[config.mk]
export PLATFORM = sky130hd
export DESIGN_NAME = indexed_mode_bus_cycle_sequencer
export DESIGN_NICKNAME = d
export VERILOG_FILES = /design/src/rtl/idx_seq_pkg.sv /design/src/rtl/indexed_mode_bus_cycle_sequencer.sv
export SDC_FILE = /design/constraint.sdc
export NUM_CORES = 1
export LEC_CHECK = 0
export BUFFER_PORTS_ARGS = -buffer_cell sky130_fd_sc_hd__buf_2
export CAP_MARGIN = 20
export CORE_MARGIN = 4
export CORE_UTILIZATION = 54
export CTS_BUF_LIST = sky130_fd_sc_hd__clkbuf_8
export DETAILED_ROUTE_END_ITERATION = 6
export PLACE_DENSITY = 0.9
export SLEW_MARGIN = 20
export SYNTH_ARGS = -nofsm -noshare
export SYNTH_HDL_FRONTEND = slang
export SYNTH_SLANG_ARGS = --single-unit
[constraint.sdc]
create_clock -name clock -period 3.3 [get_ports clock]
set_clock_uncertainty 0.1 [all_clocks]
set_input_delay 0.33 -clock clock [delete_from_list [all_inputs] [get_ports clock]]
set_output_delay 0.33 -clock clock [all_outputs]
set_load 0.02 [all_outputs]
[src/rtl/idx_seq_pkg.sv]
// Package: instruction groups, bus cycle kinds, bus pin and request records and constants for the indexed sequencer
`default_nettype none
package idx_seq_pkg;

  // Address driven during idle cycles
  localparam logic [15:0] IDLE_ADDR     = 16'hffff;
  // Data driven by a clear
  localparam logic [7:0]  CLEAR_DATA    = 8'h00;
  // Values after reset
  localparam logic [15:0] RESET_ADDR    = 16'hffff;
  localparam logic [7:0]  RESET_DATA    = 8'h00;
  localparam logic [2:0]  RESET_STEP    = 3'h0;
  // Address increments: plus two and plus three for the next fetch, plus one for the following byte
  localparam logic [15:0] NEXT_PLUS_TWO   = 16'h0002;
  localparam logic [15:0] NEXT_PLUS_THREE = 16'h0003;
  localparam logic [15:0] PLUS_ONE        = 16'h0001;

  // Instruction groups of the indexed mode
  typedef enum logic [3:0] {
    jump_op,
    read8_op,
    accumulator_store_op,
    read16_op,
    store16_op,
    call_op,
    rmw_op,
    test_immediate_op,
    clear_op,
    logic_immediate_memory_op
  } group_t;

  // Kinds of bus cycle
  typedef enum logic [1:0] {
    cyc_read,
    cyc_write,
    cyc_idle
  } cycle_kind_t;

  // Bus pins of one cycle
  typedef struct packed {
    logic [15:0] addr;
    logic        rw;
    logic        rd_n;
    logic        wr_n;
    logic        opcode_fetch_indicator_n;
    logic [7:0]  wdata;
  } bus_t;

  // Instruction request from the core
  typedef struct packed {
    group_t      group;
    logic [15:0] opcode_addr;
    logic [15:0] index_register;
    logic [15:0] stack_pointer;
    logic [15:0] return_addr;
    logic [7:0]  wr_lo;
    logic [7:0]  wr_hi;
  } req_t;

endpackage : idx_seq_pkg
`default_nettype wire

[src/rtl/indexed_mode_bus_cycle_sequencer.sv]
// Bus-cycle sequencer for indexed-mode instructions of an 8-bit core
`default_nettype none

// What this block does
// RQ1: Indexed jump: offset fetch, idle FFFF, target opcode fetch; three cycles.
// RQ2: Indexed 8-bit reads: offset, idle, operand read, next opcode at plus two.
// RQ3: Accumulator store: third cycle writes accumulator at index plus offset.
// RQ4: 16-bit reads: high byte at effective address, low byte next, fetch plus two.
// RQ5: 16-bit stores: offset, idle, write high, write low, next opcode fetch.
// RQ6: Call: offset, idle, return low at SP, high at SP-1, fetch at target.
// RQ7: Read-modify-write: offset, idle, read, idle, write, fetch; six cycles.
// RQ8: Test immediate: immediate, offset, idle, read, fetch at plus three; no write.
// RQ9: Clear: offset, idle, read, write 00 same address, fetch; five cycles.
// RQ10: Logic immediate to memory: seven cycles, write result, fetch plus three.
// RQ11: Reads 1/0/1, writes 0/1/0 on rw/rd/wr; fetch indicator low on next opcode only.
// RQ12: Effective address is index plus unsigned offset; idle cycles transfer nothing.
module indexed_mode_bus_cycle_sequencer (
  // Clock, reset, enable
  input  wire logic                 clock,
  input  wire logic                 rst,
  input  wire logic                 clock_en,
  // Instruction request
  input  wire logic                 start,
  input  wire idx_seq_pkg::req_t    req,
  output logic                      busy,
  output logic                      done,
  // Data from the core for writes that depend on the operand
  input  wire logic [7:0]           result_data,
  // Processor bus
  input  wire logic [7:0]           rdata,
  output idx_seq_pkg::bus_t         bus,
  // Captured bytes
  output logic [7:0]                imm_byte,
  output logic [7:0]                operand_hi,
  output logic [7:0]                operand_lo
);

  // Whole state record
  typedef struct packed {
    logic                 active;
    logic [2:0]           step;
    idx_seq_pkg::group_t  group;
    logic [15:0]          opcode_addr;
    logic [15:0]          index_register;
    logic [15:0]          stack_pointer;
    logic [15:0]          return_addr;
    logic [7:0]           wr_lo;
    logic [7:0]           wr_hi;
    logic [7:0]           offset;
    logic [7:0]           imm;
    logic [7:0]           op_hi;
    logic [7:0]           op_lo;
    idx_seq_pkg::bus_t    bus;
    logic                 done;
  } state_t;

  state_t st;
  state_t next_st;

  // Effective address, offset unsigned
  logic [15:0] eff_addr;
  logic [15:0] eff_addr_plus1;
  assign eff_addr       = st.index_register + {8'h00, st.offset}; // RQ12
  assign eff_addr_plus1 = eff_addr + idx_seq_pkg::PLUS_ONE;

  // Bus cycle driving helper
  function automatic idx_seq_pkg::bus_t drive(input idx_seq_pkg::cycle_kind_t kind,
                                              input logic [15:0] addr,
                                              input logic [7:0] wdata,
                                              input logic fetch);
    idx_seq_pkg::bus_t b;
    b.addr  = addr;
    b.wdata = wdata;
    b.opcode_fetch_indicator_n = ~fetch; // RQ11
    unique case (kind)
      idx_seq_pkg::cyc_read: begin
        b.rw   = 1'b1; // RQ11
        b.rd_n = 1'b0;
        b.wr_n = 1'b1;
      end
      idx_seq_pkg::cyc_write: begin
        b.rw   = 1'b0; // RQ11
        b.rd_n = 1'b1;
        b.wr_n = 1'b0;
      end
      default: begin
        b.addr = idx_seq_pkg::IDLE_ADDR; // RQ12
        b.rw   = 1'b1;
        b.rd_n = 1'b1;
        b.wr_n = 1'b1;
        b.opcode_fetch_indicator_n = 1'b1;
      end
    endcase
    return b;
  endfunction : drive

  // Next state: each step sets the bus for the coming cycle
  always_comb begin
    logic        has_imm;
    logic [2:0]  s;
    logic [2:0]  r;
    logic [15:0] fetch_addr;
    has_imm      = (st.group == idx_seq_pkg::test_immediate_op) ||
                   (st.group == idx_seq_pkg::logic_immediate_memory_op);
    s            = st.step;
    r            = has_imm ? s - 3'h1 : s;
    fetch_addr   = st.opcode_addr + (has_imm ? idx_seq_pkg::NEXT_PLUS_THREE : idx_seq_pkg::NEXT_PLUS_TWO);
    next_st      = st;
    next_st.done = 1'b0;
    if (!st.active) begin
      next_st.bus = drive(idx_seq_pkg::cyc_idle, idx_seq_pkg::IDLE_ADDR, idx_seq_pkg::RESET_DATA, 1'b0);
      if (start) begin
        next_st.active         = 1'b1;
        next_st.step           = idx_seq_pkg::RESET_STEP;
        next_st.group          = req.group;
        next_st.opcode_addr    = req.opcode_addr;
        next_st.index_register = req.index_register;
        next_st.stack_pointer  = req.stack_pointer;
        next_st.return_addr    = req.return_addr;
        next_st.wr_lo          = req.wr_lo;
        next_st.wr_hi          = req.wr_hi;
        // First cycle always reads at opcode address plus one
        next_st.bus = drive(idx_seq_pkg::cyc_read, req.opcode_addr + idx_seq_pkg::PLUS_ONE,
                            idx_seq_pkg::RESET_DATA, 1'b0);
      end
    end else begin
      next_st.step = s + 3'h1;
      // Capture read data of the cycle now ending
      if (has_imm && s == 3'h0)
        next_st.imm = rdata;
      if ((has_imm && s == 3'h1) || (!has_imm && s == 3'h0))
        next_st.offset = rdata;
      // Immediate groups fetch the offset in their second cycle
      if (has_imm && s == 3'h0) begin
        next_st.bus = drive(idx_seq_pkg::cyc_read, st.opcode_addr + idx_seq_pkg::NEXT_PLUS_TWO,
                            idx_seq_pkg::RESET_DATA, 1'b0); // RQ8 RQ10
      end else if ((has_imm && s == 3'h1) || (!has_imm && s == 3'h0)) begin
        next_st.bus = drive(idx_seq_pkg::cyc_idle, idx_seq_pkg::IDLE_ADDR, idx_seq_pkg::RESET_DATA, 1'b0);
      end else begin
        unique case (st.group)
          idx_seq_pkg::jump_op: begin
            next_st.bus = drive(idx_seq_pkg::cyc_read, eff_addr, idx_seq_pkg::RESET_DATA, 1'b1); // RQ1
            next_st.active = 1'b0;
            next_st.done   = 1'b1;
          end
          idx_seq_pkg::read8_op: begin
            if (s == 3'h1) begin
              next_st.bus = drive(idx_seq_pkg::cyc_read, eff_addr, idx_seq_pkg::RESET_DATA, 1'b0); // RQ2
            end else begin
              next_st.op_lo = rdata;
              next_st.bus = drive(idx_seq_pkg::cyc_read, fetch_addr, idx_seq_pkg::RESET_DATA, 1'b1); // RQ2
              next_st.active = 1'b0;
              next_st.done   = 1'b1;
            end
          end
          idx_seq_pkg::accumulator_store_op: begin
            if (s == 3'h1) begin
              next_st.bus = drive(idx_seq_pkg::cyc_write, eff_addr, st.wr_lo, 1'b0); // RQ3
            end else begin
              next_st.bus = drive(idx_seq_pkg::cyc_read, fetch_addr, idx_seq_pkg::RESET_DATA, 1'b1);
              next_st.active = 1'b0;
              next_st.done   = 1'b1;
            end
          end
          idx_seq_pkg::read16_op: begin
            if (s == 3'h1) begin
              next_st.bus = drive(idx_seq_pkg::cyc_read, eff_addr, idx_seq_pkg::RESET_DATA, 1'b0); // RQ4
            end else if (s == 3'h2) begin
              next_st.op_hi = rdata;
              next_st.bus = drive(idx_seq_pkg::cyc_read, eff_addr_plus1, idx_seq_pkg::RESET_DATA, 1'b0); // RQ4
            end else begin
              next_st.op_lo = rdata;
              next_st.bus = drive(idx_seq_pkg::cyc_read, fetch_addr, idx_seq_pkg::RESET_DATA, 1'b1); // RQ4
              next_st.active = 1'b0;
              next_st.done   = 1'b1;
            end
          end
          idx_seq_pkg::store16_op: begin
            if (s == 3'h1) begin
              next_st.bus = drive(idx_seq_pkg::cyc_write, eff_addr, st.wr_hi, 1'b0); // RQ5
            end else if (s == 3'h2) begin
              next_st.bus = drive(idx_seq_pkg::cyc_write, eff_addr_plus1, st.wr_lo, 1'b0); // RQ5
            end else begin
              next_st.bus = drive(idx_seq_pkg::cyc_read, fetch_addr, idx_seq_pkg::RESET_DATA, 1'b1);
              next_st.active = 1'b0;
              next_st.done   = 1'b1;
            end
          end
          idx_seq_pkg::call_op: begin
            if (s == 3'h1) begin
              next_st.bus = drive(idx_seq_pkg::cyc_write, st.stack_pointer, st.return_addr[7:0], 1'b0); // RQ6
            end else if (s == 3'h2) begin
              next_st.bus = drive(idx_seq_pkg::cyc_write, st.stack_pointer - idx_seq_pkg::PLUS_ONE,
                                  st.return_addr[15:8], 1'b0); // RQ6
            end else begin
              next_st.bus = drive(idx_seq_pkg::cyc_read, eff_addr, idx_seq_pkg::RESET_DATA, 1'b1); // RQ6
              next_st.active = 1'b0;
              next_st.done   = 1'b1;
            end
          end
          idx_seq_pkg::clear_op: begin
            if (s == 3'h1) begin
              next_st.bus = drive(idx_seq_pkg::cyc_read, eff_addr, idx_seq_pkg::RESET_DATA, 1'b0); // RQ9
            end else if (s == 3'h2) begin
              next_st.op_lo = rdata;
              next_st.bus = drive(idx_seq_pkg::cyc_write, eff_addr, idx_seq_pkg::CLEAR_DATA, 1'b0); // RQ9
            end else begin
              next_st.bus = drive(idx_seq_pkg::cyc_read, fetch_addr, idx_seq_pkg::RESET_DATA, 1'b1);
              next_st.active = 1'b0;
              next_st.done   = 1'b1;
            end
          end
          idx_seq_pkg::test_immediate_op: begin
            if (s == 3'h2) begin
              next_st.bus = drive(idx_seq_pkg::cyc_read, eff_addr, idx_seq_pkg::RESET_DATA, 1'b0); // RQ8
            end else begin
              next_st.op_lo = rdata;
              next_st.bus = drive(idx_seq_pkg::cyc_read, fetch_addr, idx_seq_pkg::RESET_DATA, 1'b1); // RQ8
              next_st.active = 1'b0;
              next_st.done   = 1'b1;
            end
          end
          default: begin
            // Read-modify-write and logic-immediate share one tail; the latter is one step later
            if (r == 3'h1) begin
              next_st.bus = drive(idx_seq_pkg::cyc_read, eff_addr, idx_seq_pkg::RESET_DATA, 1'b0); // RQ7 RQ10
            end else if (r == 3'h2) begin
              next_st.op_lo = rdata;
              next_st.bus = drive(idx_seq_pkg::cyc_idle, idx_seq_pkg::IDLE_ADDR, idx_seq_pkg::RESET_DATA, 1'b0);
            end else if (r == 3'h3) begin
              next_st.bus = drive(idx_seq_pkg::cyc_write, eff_addr, result_data, 1'b0); // RQ7 RQ10
            end else begin
              next_st.bus = drive(idx_seq_pkg::cyc_read, fetch_addr, idx_seq_pkg::RESET_DATA, 1'b1); // RQ7 RQ10
              next_st.active = 1'b0;
              next_st.done   = 1'b1;
            end
          end
        endcase
      end
    end
  end

  // State register
  always_ff @(posedge clock) begin
    if (rst) begin
      st       <= '0;
      st.bus   <= '{addr: idx_seq_pkg::RESET_ADDR, rw: 1'b1, rd_n: 1'b1, wr_n: 1'b1,
                    opcode_fetch_indicator_n: 1'b1, wdata: idx_seq_pkg::RESET_DATA};
    end else if (clock_en) begin
      st <= next_st;
    end
  end

  // Outputs
  assign bus        = st.bus;
  assign busy       = st.active;
  assign done       = st.done;
  assign imm_byte   = st.imm;
  assign operand_hi = st.op_hi;
  assign operand_lo = st.op_lo;

  // Strobe encoding consistency
  strobe_code_a: assert property (@(posedge clock) disable iff (rst) // RQ11
    (bus.rw == bus.wr_n) && !(bus.rd_n == 1'b0 && bus.wr_n == 1'b0))
    else $error("read and write strobes inconsistent");
  // A cycle with no strobe is at the idle address
  idle_quiet_a: assert property (@(posedge clock) disable iff (rst) // RQ12
    (bus.rd_n && bus.wr_n) |-> bus.addr == idx_seq_pkg::IDLE_ADDR)
    else $error("transfer-free cycle not at idle address");
  // Fetch only as a read
  fetch_read_a: assert property (@(posedge clock) disable iff (rst) // RQ11
    !bus.opcode_fetch_indicator_n |-> (!bus.rd_n && bus.rw && done))
    else $error("fetch indicator outside final read");
  // Jump lasts three cycles
  jump_len_a: assert property (@(posedge clock) disable iff (rst || !clock_en) // RQ1
    (start && !busy && req.group == idx_seq_pkg::jump_op) |=> busy ##1 busy ##1 done)
    else $error("jump length wrong");
  // Eight-bit read lasts four cycles
  read8_len_a: assert property (@(posedge clock) disable iff (rst || !clock_en) // RQ2
    (start && !busy && req.group == idx_seq_pkg::read8_op) |=> busy[*3] ##1 done)
    else $error("read length wrong");
  // Store writes in third cycle
  store_write_a: assert property (@(posedge clock) disable iff (rst || !clock_en) // RQ3
    (start && !busy && req.group == idx_seq_pkg::accumulator_store_op) |=> ##2 (!bus.wr_n && !bus.rw))
    else $error("store write cycle misplaced");
  // Second idle in read-modify-write
  rmw_idle_a: assert property (@(posedge clock) disable iff (rst || !clock_en) // RQ7
    (start && !busy && req.group == idx_seq_pkg::rmw_op) |=> ##3 (bus.addr == idx_seq_pkg::IDLE_ADDR) ##1 !bus.wr_n)
    else $error("read-modify-write sequence wrong");
  // Clear writes zero
  clear_zero_a: assert property (@(posedge clock) disable iff (rst || !clock_en) // RQ9
    (start && !busy && req.group == idx_seq_pkg::clear_op) |=> ##3 (!bus.wr_n && bus.wdata == idx_seq_pkg::CLEAR_DATA))
    else $error("clear did not write zero");

endmodule : indexed_mode_bus_cycle_sequencer
`default_nettype wire

==> run_results.csv, run 1 <==
group,metric,value,unit
status,status,"finished, violations left",
status,violations,"DRC",
floorplan,die_area,20970,sq um
cts,insertion_delay,480,ps
logic_synthesis,syn_area,10110,sq um
routing,routed_wl,38.32,mm
sta,tightest_slew,931.4,ps
layout,final_area,12280,sq um
sta,grt_setup_unrepaired,"yes",
global_route,grt_pass1_vias,10793,
logic_synthesis,synth_top_cell_area_share,29.31,%
logic_synthesis,syn_area_per_cell,7.378,sq um
sta,hold_viol,0,
layout,final_common_cell,"nand2_1",
logic_synthesis,syn_inst,1370,
hold_path,hold_path.class,"in -> reg",
floorplan,initial_core_util,55.51,%
logic_synthesis,synth-compound-area-share,26.58,%
placement,gp_congestion,1.078,
setup_path,start_kind,"register",
layout,area_growth,21.46,%
logic_synthesis,synth_top_family_by_area,"compound AO/OA/AOI/OAI gates",
logic_synthesis,ys.flop_type,"dfxtp_1",
cts,path_clk_slew,110,ps
setup_path,reg2regPathDepth,12,
layout,final_cell_mix,"nand2_1, a21oi_1, buf_2",
sta,fin_crit_sh,96.94,%
power,p_per_area,348.3,nW/um^2
power,irDropWorstVdd,322.4,uV
setup_path,critPathArrivalTime,3430,ps
logic_synthesis,ys_ff_latch,148,
cts,cts_root_buf,"clkbuf_8",
cts,cts_setup_buffers,0,
flow_run,drv_cap,0,
layout,nets,1674,
placement,port_buffers,157,
logic_synthesis,synth_cell_types,82,
layout,nFillCells,1452,
logic_synthesis,async_flop_share,0,%
power,finalPower,4.277,mW
global_route,antenna_found_initial,1,
logic_synthesis,synth_fa_ha_area_share,2.674,%
global_route,grt_pass1_wl,58.46,mm
power,p_leak,4.934,nW
routing,dr.pass1.iters,7,
setup_path,crit_fanout,5,
floorplan,die_h,144.8,um
logic_synthesis,synth_edf_count,0,
floorplan,die_w,144.8,um
logic_synthesis,synth_simple_gate_area_share,23.32,%
sta,tns,0,ps
floorplan,ios,158,
sta,relSlewSlack,37.91,%
placement,place_ws,66.22,ps
cts,cts.sinks,148,
logic_synthesis,yosysWarningCount,0,
layout,final_util,67.43,%
routing,routedWlPerCell,21.38,um
cts,tritoncts,"yes",
routing,drc_errors,3,
logic_synthesis,post-synth-top-area-cell,"dfxtp_1",
sta,fmax,0.3126,GHz
layout,stdcell_count,1792,
logic_synthesis,synthMuxAreaShare,4.085,%
sta,period_minus_slack,3199,ps
routing,drtIter0Drc,1910,
logic_synthesis,yosysSeqAreaShare,29.31,%
routing,antenna_left,0,
sta,layout_setup_ws,101.1,ps
cts,numCtsBuffers,17,
layout,layout-drive-gt1-share,21.06,%
floorplan,num_rows,49,
placement,dp.cells,1695,
global_route,track_usage,35.42,%
setup_path,path_class,"reg -> reg",
global_route,grt_overflow,0,
hold_path,hold_depth,3,
setup_path,cp.required,3530,ps
routing,vias,11585,
sta,finalSetupViolCount,0,
floorplan,core,18210,sq um
placement,postPlaceCellArea,11160,sq um
cts,cts_buffer_depth,2,
logic_synthesis,synth_xor_area_share,5.372,%
placement,hpwlAfterDp,26.48,mm
logic_synthesis,synth_area_leaders,"dfxtp_1, nand2_1, a21oi_1",
logic_synthesis,syn-num-nets,1495,
setup_path,end_kind,"register",
routing,drt-vias-per-instance,6.465,
cts,htreeDepth,4,
sta,drv_slew,0,
global_route,grt_max_degree,86,
sta,whs,6.320,ps
-- cells in the mapped netlist (all sizes together), types with 4 or more instances --
library cell / instances
o21bai: 4
and4: 8
a2111oi: 4
xnor2: 30
a41oi: 4
nand3b: 5
buf: 75
a211o: 9
a21o: 9
a221oi: 18
ha: 20
inv: 14
nor3: 19
nor2: 106
and2: 8
a2bb2oi: 11
clkbuf: 85
nand4: 18
dfxtp: 148
nor4: 18
and3: 13
or3: 4
xor2: 32
nand2: 238
o31ai: 9
nand3: 17
o221ai: 13
a21oi: 163
nor2b: 11
a211oi: 12
o22ai: 20
o211ai: 11
o21ai: 72
mux2i: 39
or4: 4
a31oi: 9
nor3b: 4
nand2b: 15
a221o: 4
a22oi: 17
o2111ai: 6
-- cells by family after synthesis --
logic type | count (synthesis)
AOI/OAI and AO/OA | 420
xor gates and xnor gates | 62
adders and majority gates | 21
buffers and inverters | 175
DFF | 148
muxes | 41
and+or+nand+nor | 503
-- final timing paths --
check,start,endpoint,slack [ps]
max,st[53],bus[23],100
min,req[19],st[80],6
max reg2reg,st[53],bus[23],100
min reg2reg,st[86],st[86],360
-- routing by layer --
layer | track usage (%) | vias up | share of wire [%]
met5 | 0 | - | 0
met4 | 14.33 | 0 | 4.6
met3 | 7.624 | 163 | 11
met2 | 56.84 | 804 | 45
met1 | 46.42 | 5374 | 39
li1 | - | 5244 | -
-- repair_timing --
action,CTS,global route
gates resized for setup,0,14
hold buffers,62,2
setup endpoints to repair,0,9
endpoints found under the hold margin,62,2
-- critical path: stages (launching register included) --
cell	delay, ps
dfxtp_1	330
ha_1	230
fa_1	420
a21o_1	200
a221oi_2	250
buf_4	180
o21ai_0	170
xnor2_1	220
nor3_1	270
buf_4	160
nand3_1	100
mux2i_1	310
a21oi_1	110
-- power breakdown --
| part | internal (mW) | total, mW | leakage, nW | switching, mW |
|---|---|---|---|---|
| clock | 0.579 | 1.49 | 0.203 | 0.909 |
| sequential | 1.85 | 1.92 | 1.21 | 0.0708 |
| combinational | 0.346 | 0.865 | 3.52 | 0.519 |
-- flip-flops by register name (all words and copies together), names as in the netlist --
| name | cells |
|---|---|
| imm_byte | 8 |
| done | 1 |
| st | 95 |
| operand_hi | 8 |
| busy | 1 |
| operand_lo | 8 |
| bus | 27 |
-- area by class of cell --
class	instances	area (sq um)	area share, %
antenna	1	2.502	0.02038
clock buffer	17	234.0	1.906
clock inverter	15	177.7	1.447
inverter	15	56.30	0.4586
multi-input combinational	1047	6359	51.79
sequential	148	2965	24.15
tap	229	286.5	2.334
timing repair buffer	320	2197	17.89
(Power assumes the default switching activity.)
==> inputs of run 2 (changes only) <==
--- a/config.mk
+++ b/config.mk
@@ -12,6 +12,7 @@
 export CTS_BUF_LIST = sky130_fd_sc_hd__clkbuf_8
 export DETAILED_ROUTE_END_ITERATION = 6
 export PLACE_DENSITY = 0.9
+export SETUP_SLACK_MARGIN = 0.2
 export SLEW_MARGIN = 20
 export SYNTH_ARGS = -nofsm -noshare
 export SYNTH_HDL_FRONTEND = slang
==> run 2 against run 1 <==
  * The run now ends clean
  * Global-route usage rose by 1.4 points
  * Die area did not move
  * Hold slack improved by 15 ps
  * Critical endpoint is now bus[24]
  * Highest routed layer unchanged
  * Routed wire length rose by 3.4%
  * Cell area rose by 2.5%
  * Sequential power barely moved
  * First-iteration DRC count fell by 6.3%
  * Combinational power rose by 4.9%
==> run_results.csv, run 2 (synthesis gave the netlist of run 1 again) <==
group,metric,value,unit
status,status,"finished, final reports clean",
sta,grt_setup_unrepaired,"yes",
cts,path_clk_slew,100,ps
setup_path,end_kind,"register",
power,combinationalPowerShare,20.3,%
global_route,track_usage,36.79,%
layout,final_cell_mix,"nand2_1, a21oi_1, buf_2",
layout,multiInputGateArea,6526,sq um
layout,largest_reg_flops,95,
sta,layout_setup_ws,224.7,ps
routing,antenna_left,0,
layout,nFillCells,1396,
floorplan,initial_core_util,55.51,%
sta,drv_slew,0,
sta,period_minus_slack,3075,ps
cts,cts.sinks,148,
routing,dr.pass1.iters,7,
setup_path,timing.rr.start,"st[145]",
placement,place_ws,66.38,ps
setup_path,crit_start,"st[145]",
global_route,grt_max_degree,88,
cts,cts_buffer_depth,2,
power,swShare,32.76,%
layout,area_growth,24.53,%
routing,vias,11718,
layout,max_flop_register,"st",
placement,gp_congestion,1.017,
layout,final_common_cell,"nand2_1",
setup_path,cp.required,3550,ps
power,seq_power_share,42.9,%
global_route,antenna_found_initial,1,
floorplan,core,18210,sq um
placement,hpwlAfterDp,26.54,mm
power,p_leak,5.041,nW
routing,routed_wl,39.63,mm
power,intPower,3.007,mW
global_route,grt_overflow,0,
sta,fmax,0.3252,GHz
routing,drt-vias-per-instance,6.503,
floorplan,ios,158,
setup_path,path_class,"reg -> reg",
floorplan,num_rows,49,
sta,relSlewSlack,35.33,%
placement,port_buffers,157,
hold_path,hold_path.class,"in -> reg",
layout,layout-drive-gt1-share,23.68,%
cts,numCtsBuffers,17,
floorplan,die_w,144.8,um
power,p_per_area,355.2,nW/um^2
cts,htreeDepth,4,
global_route,grt_pass1_wl,60.28,mm
sta,tightest_slew,970.0,ps
power,pwr-share-clk,36.8,%
setup_path,crit_fanout,10,
setup_path,start_kind,"register",
routing,drc_errors,0,
sta,hold_viol,0,
power,p_sw,1.465,mW
sta,fin_crit_sh,93.19,%
power,irDropWorstVdd,314.3,uV
cts,cts_root_buf,"clkbuf_8",
routing,drtIter0Drc,1790,
layout,seq_area,2973,sq um
floorplan,die_area,20970,sq um
layout,nets,1683,
flow_run,drv_cap,0,
sta,tns,0,ps
cts,insertion_delay,480,ps
routing,routedWlPerCell,21.99,um
global_route,grt_pass1_vias,11108,
hold_path,holdCritStartpoint,"req[44]",
setup_path,critPathArrivalTime,3330,ps
sta,finalSetupViolCount,0,
cts,tritoncts,"yes",
floorplan,die_h,144.8,um
layout,top_regs,"st x95, bus x27",
==> run 2: path summary, 6_finish.rpt <==
check / slack [ps] / cells after the start / endpoint
worst max-delay path: 220 / 11 / bus[24]
worst min-delay path: 20 / 3 / st[105]
worst max register to register: 220 / 11 / bus[24]
worst min register to register: 360 / 2 / st[79]
==> run 2: final cells by class <==
| type | count | share of cell area [%] |
|---|---|---|
| multi-input combinational | 1047 | 51.84 |
| sequential | 148 | 23.62 |
| timing repair buffer | 329 | 18.23 |
| tap | 229 | 2.276 |
| clock buffer | 17 | 1.859 |
| clock inverter | 15 | 1.680 |
| inverter | 15 | 0.4572 |
| antenna | 2 | 0.03976 |
==> run 2: metrics by stage <==
step                total power, mW  cell area (sq um)  util, %  hold WS [ps]  instances
floorplan                     2.429              10110        -         335.7       1370
global placement              2.727              11200    61.49         342.5       1698
detailed placement            2.737              11200    61.49         346.2       1698
CTS                           4.409              12330    67.74       0.01366       1795
global route                  4.610              12590    69.12         2.915       1801
finish                        4.472              12590    69.13         21.16       1802
==> run 2: power groups by stage <==
stage	clock [mW]	sequential [mW]	combinational [mW]
detailed placement	0	1.95	0.784
global placement	0	1.95	0.777
finish	1.65	1.92	0.907
floorplan	0	1.93	0.498
CTS	1.65	1.91	0.847
global route	1.72	1.93	0.965
==> run 2: what timing repair did <==
| action | 4_1_cts | 5_1_grt |
|---|---|---|
| hold endpoints to repair | 62 | 1 |
| pin swaps | 6 | 15 |
| resized for setup | 11 | 42 |
| setup endpoints to repair | 7 | 22 |
| hold buffers | 62 | 1 |
| setup buffers | 3 | 4 |
==> run 2: layer usage <==
metal | vias to the layer above | share of wire, % | track usage, %
met3 | 199 | 11 | 9.201
met5 | - | 0 | 0
met2 | 839 | 46 | 58.45
li1 | 5270 | - | -
met1 | 5410 | 38 | 47.24
met4 | 0 | 5.0 | 16.49
==> run 2: worst max-delay path, stage by stage (launching register included) <==
cell and delay (ps):
dfxtp_1 350, inv_1 130, ha_1 300, nor2b_1 250
nand2_1 120, buf_4 230, or2_2 330, nor4_1 210
a211o_1 270, a21oi_1 110, o41ai_2 440, nand3_1 120
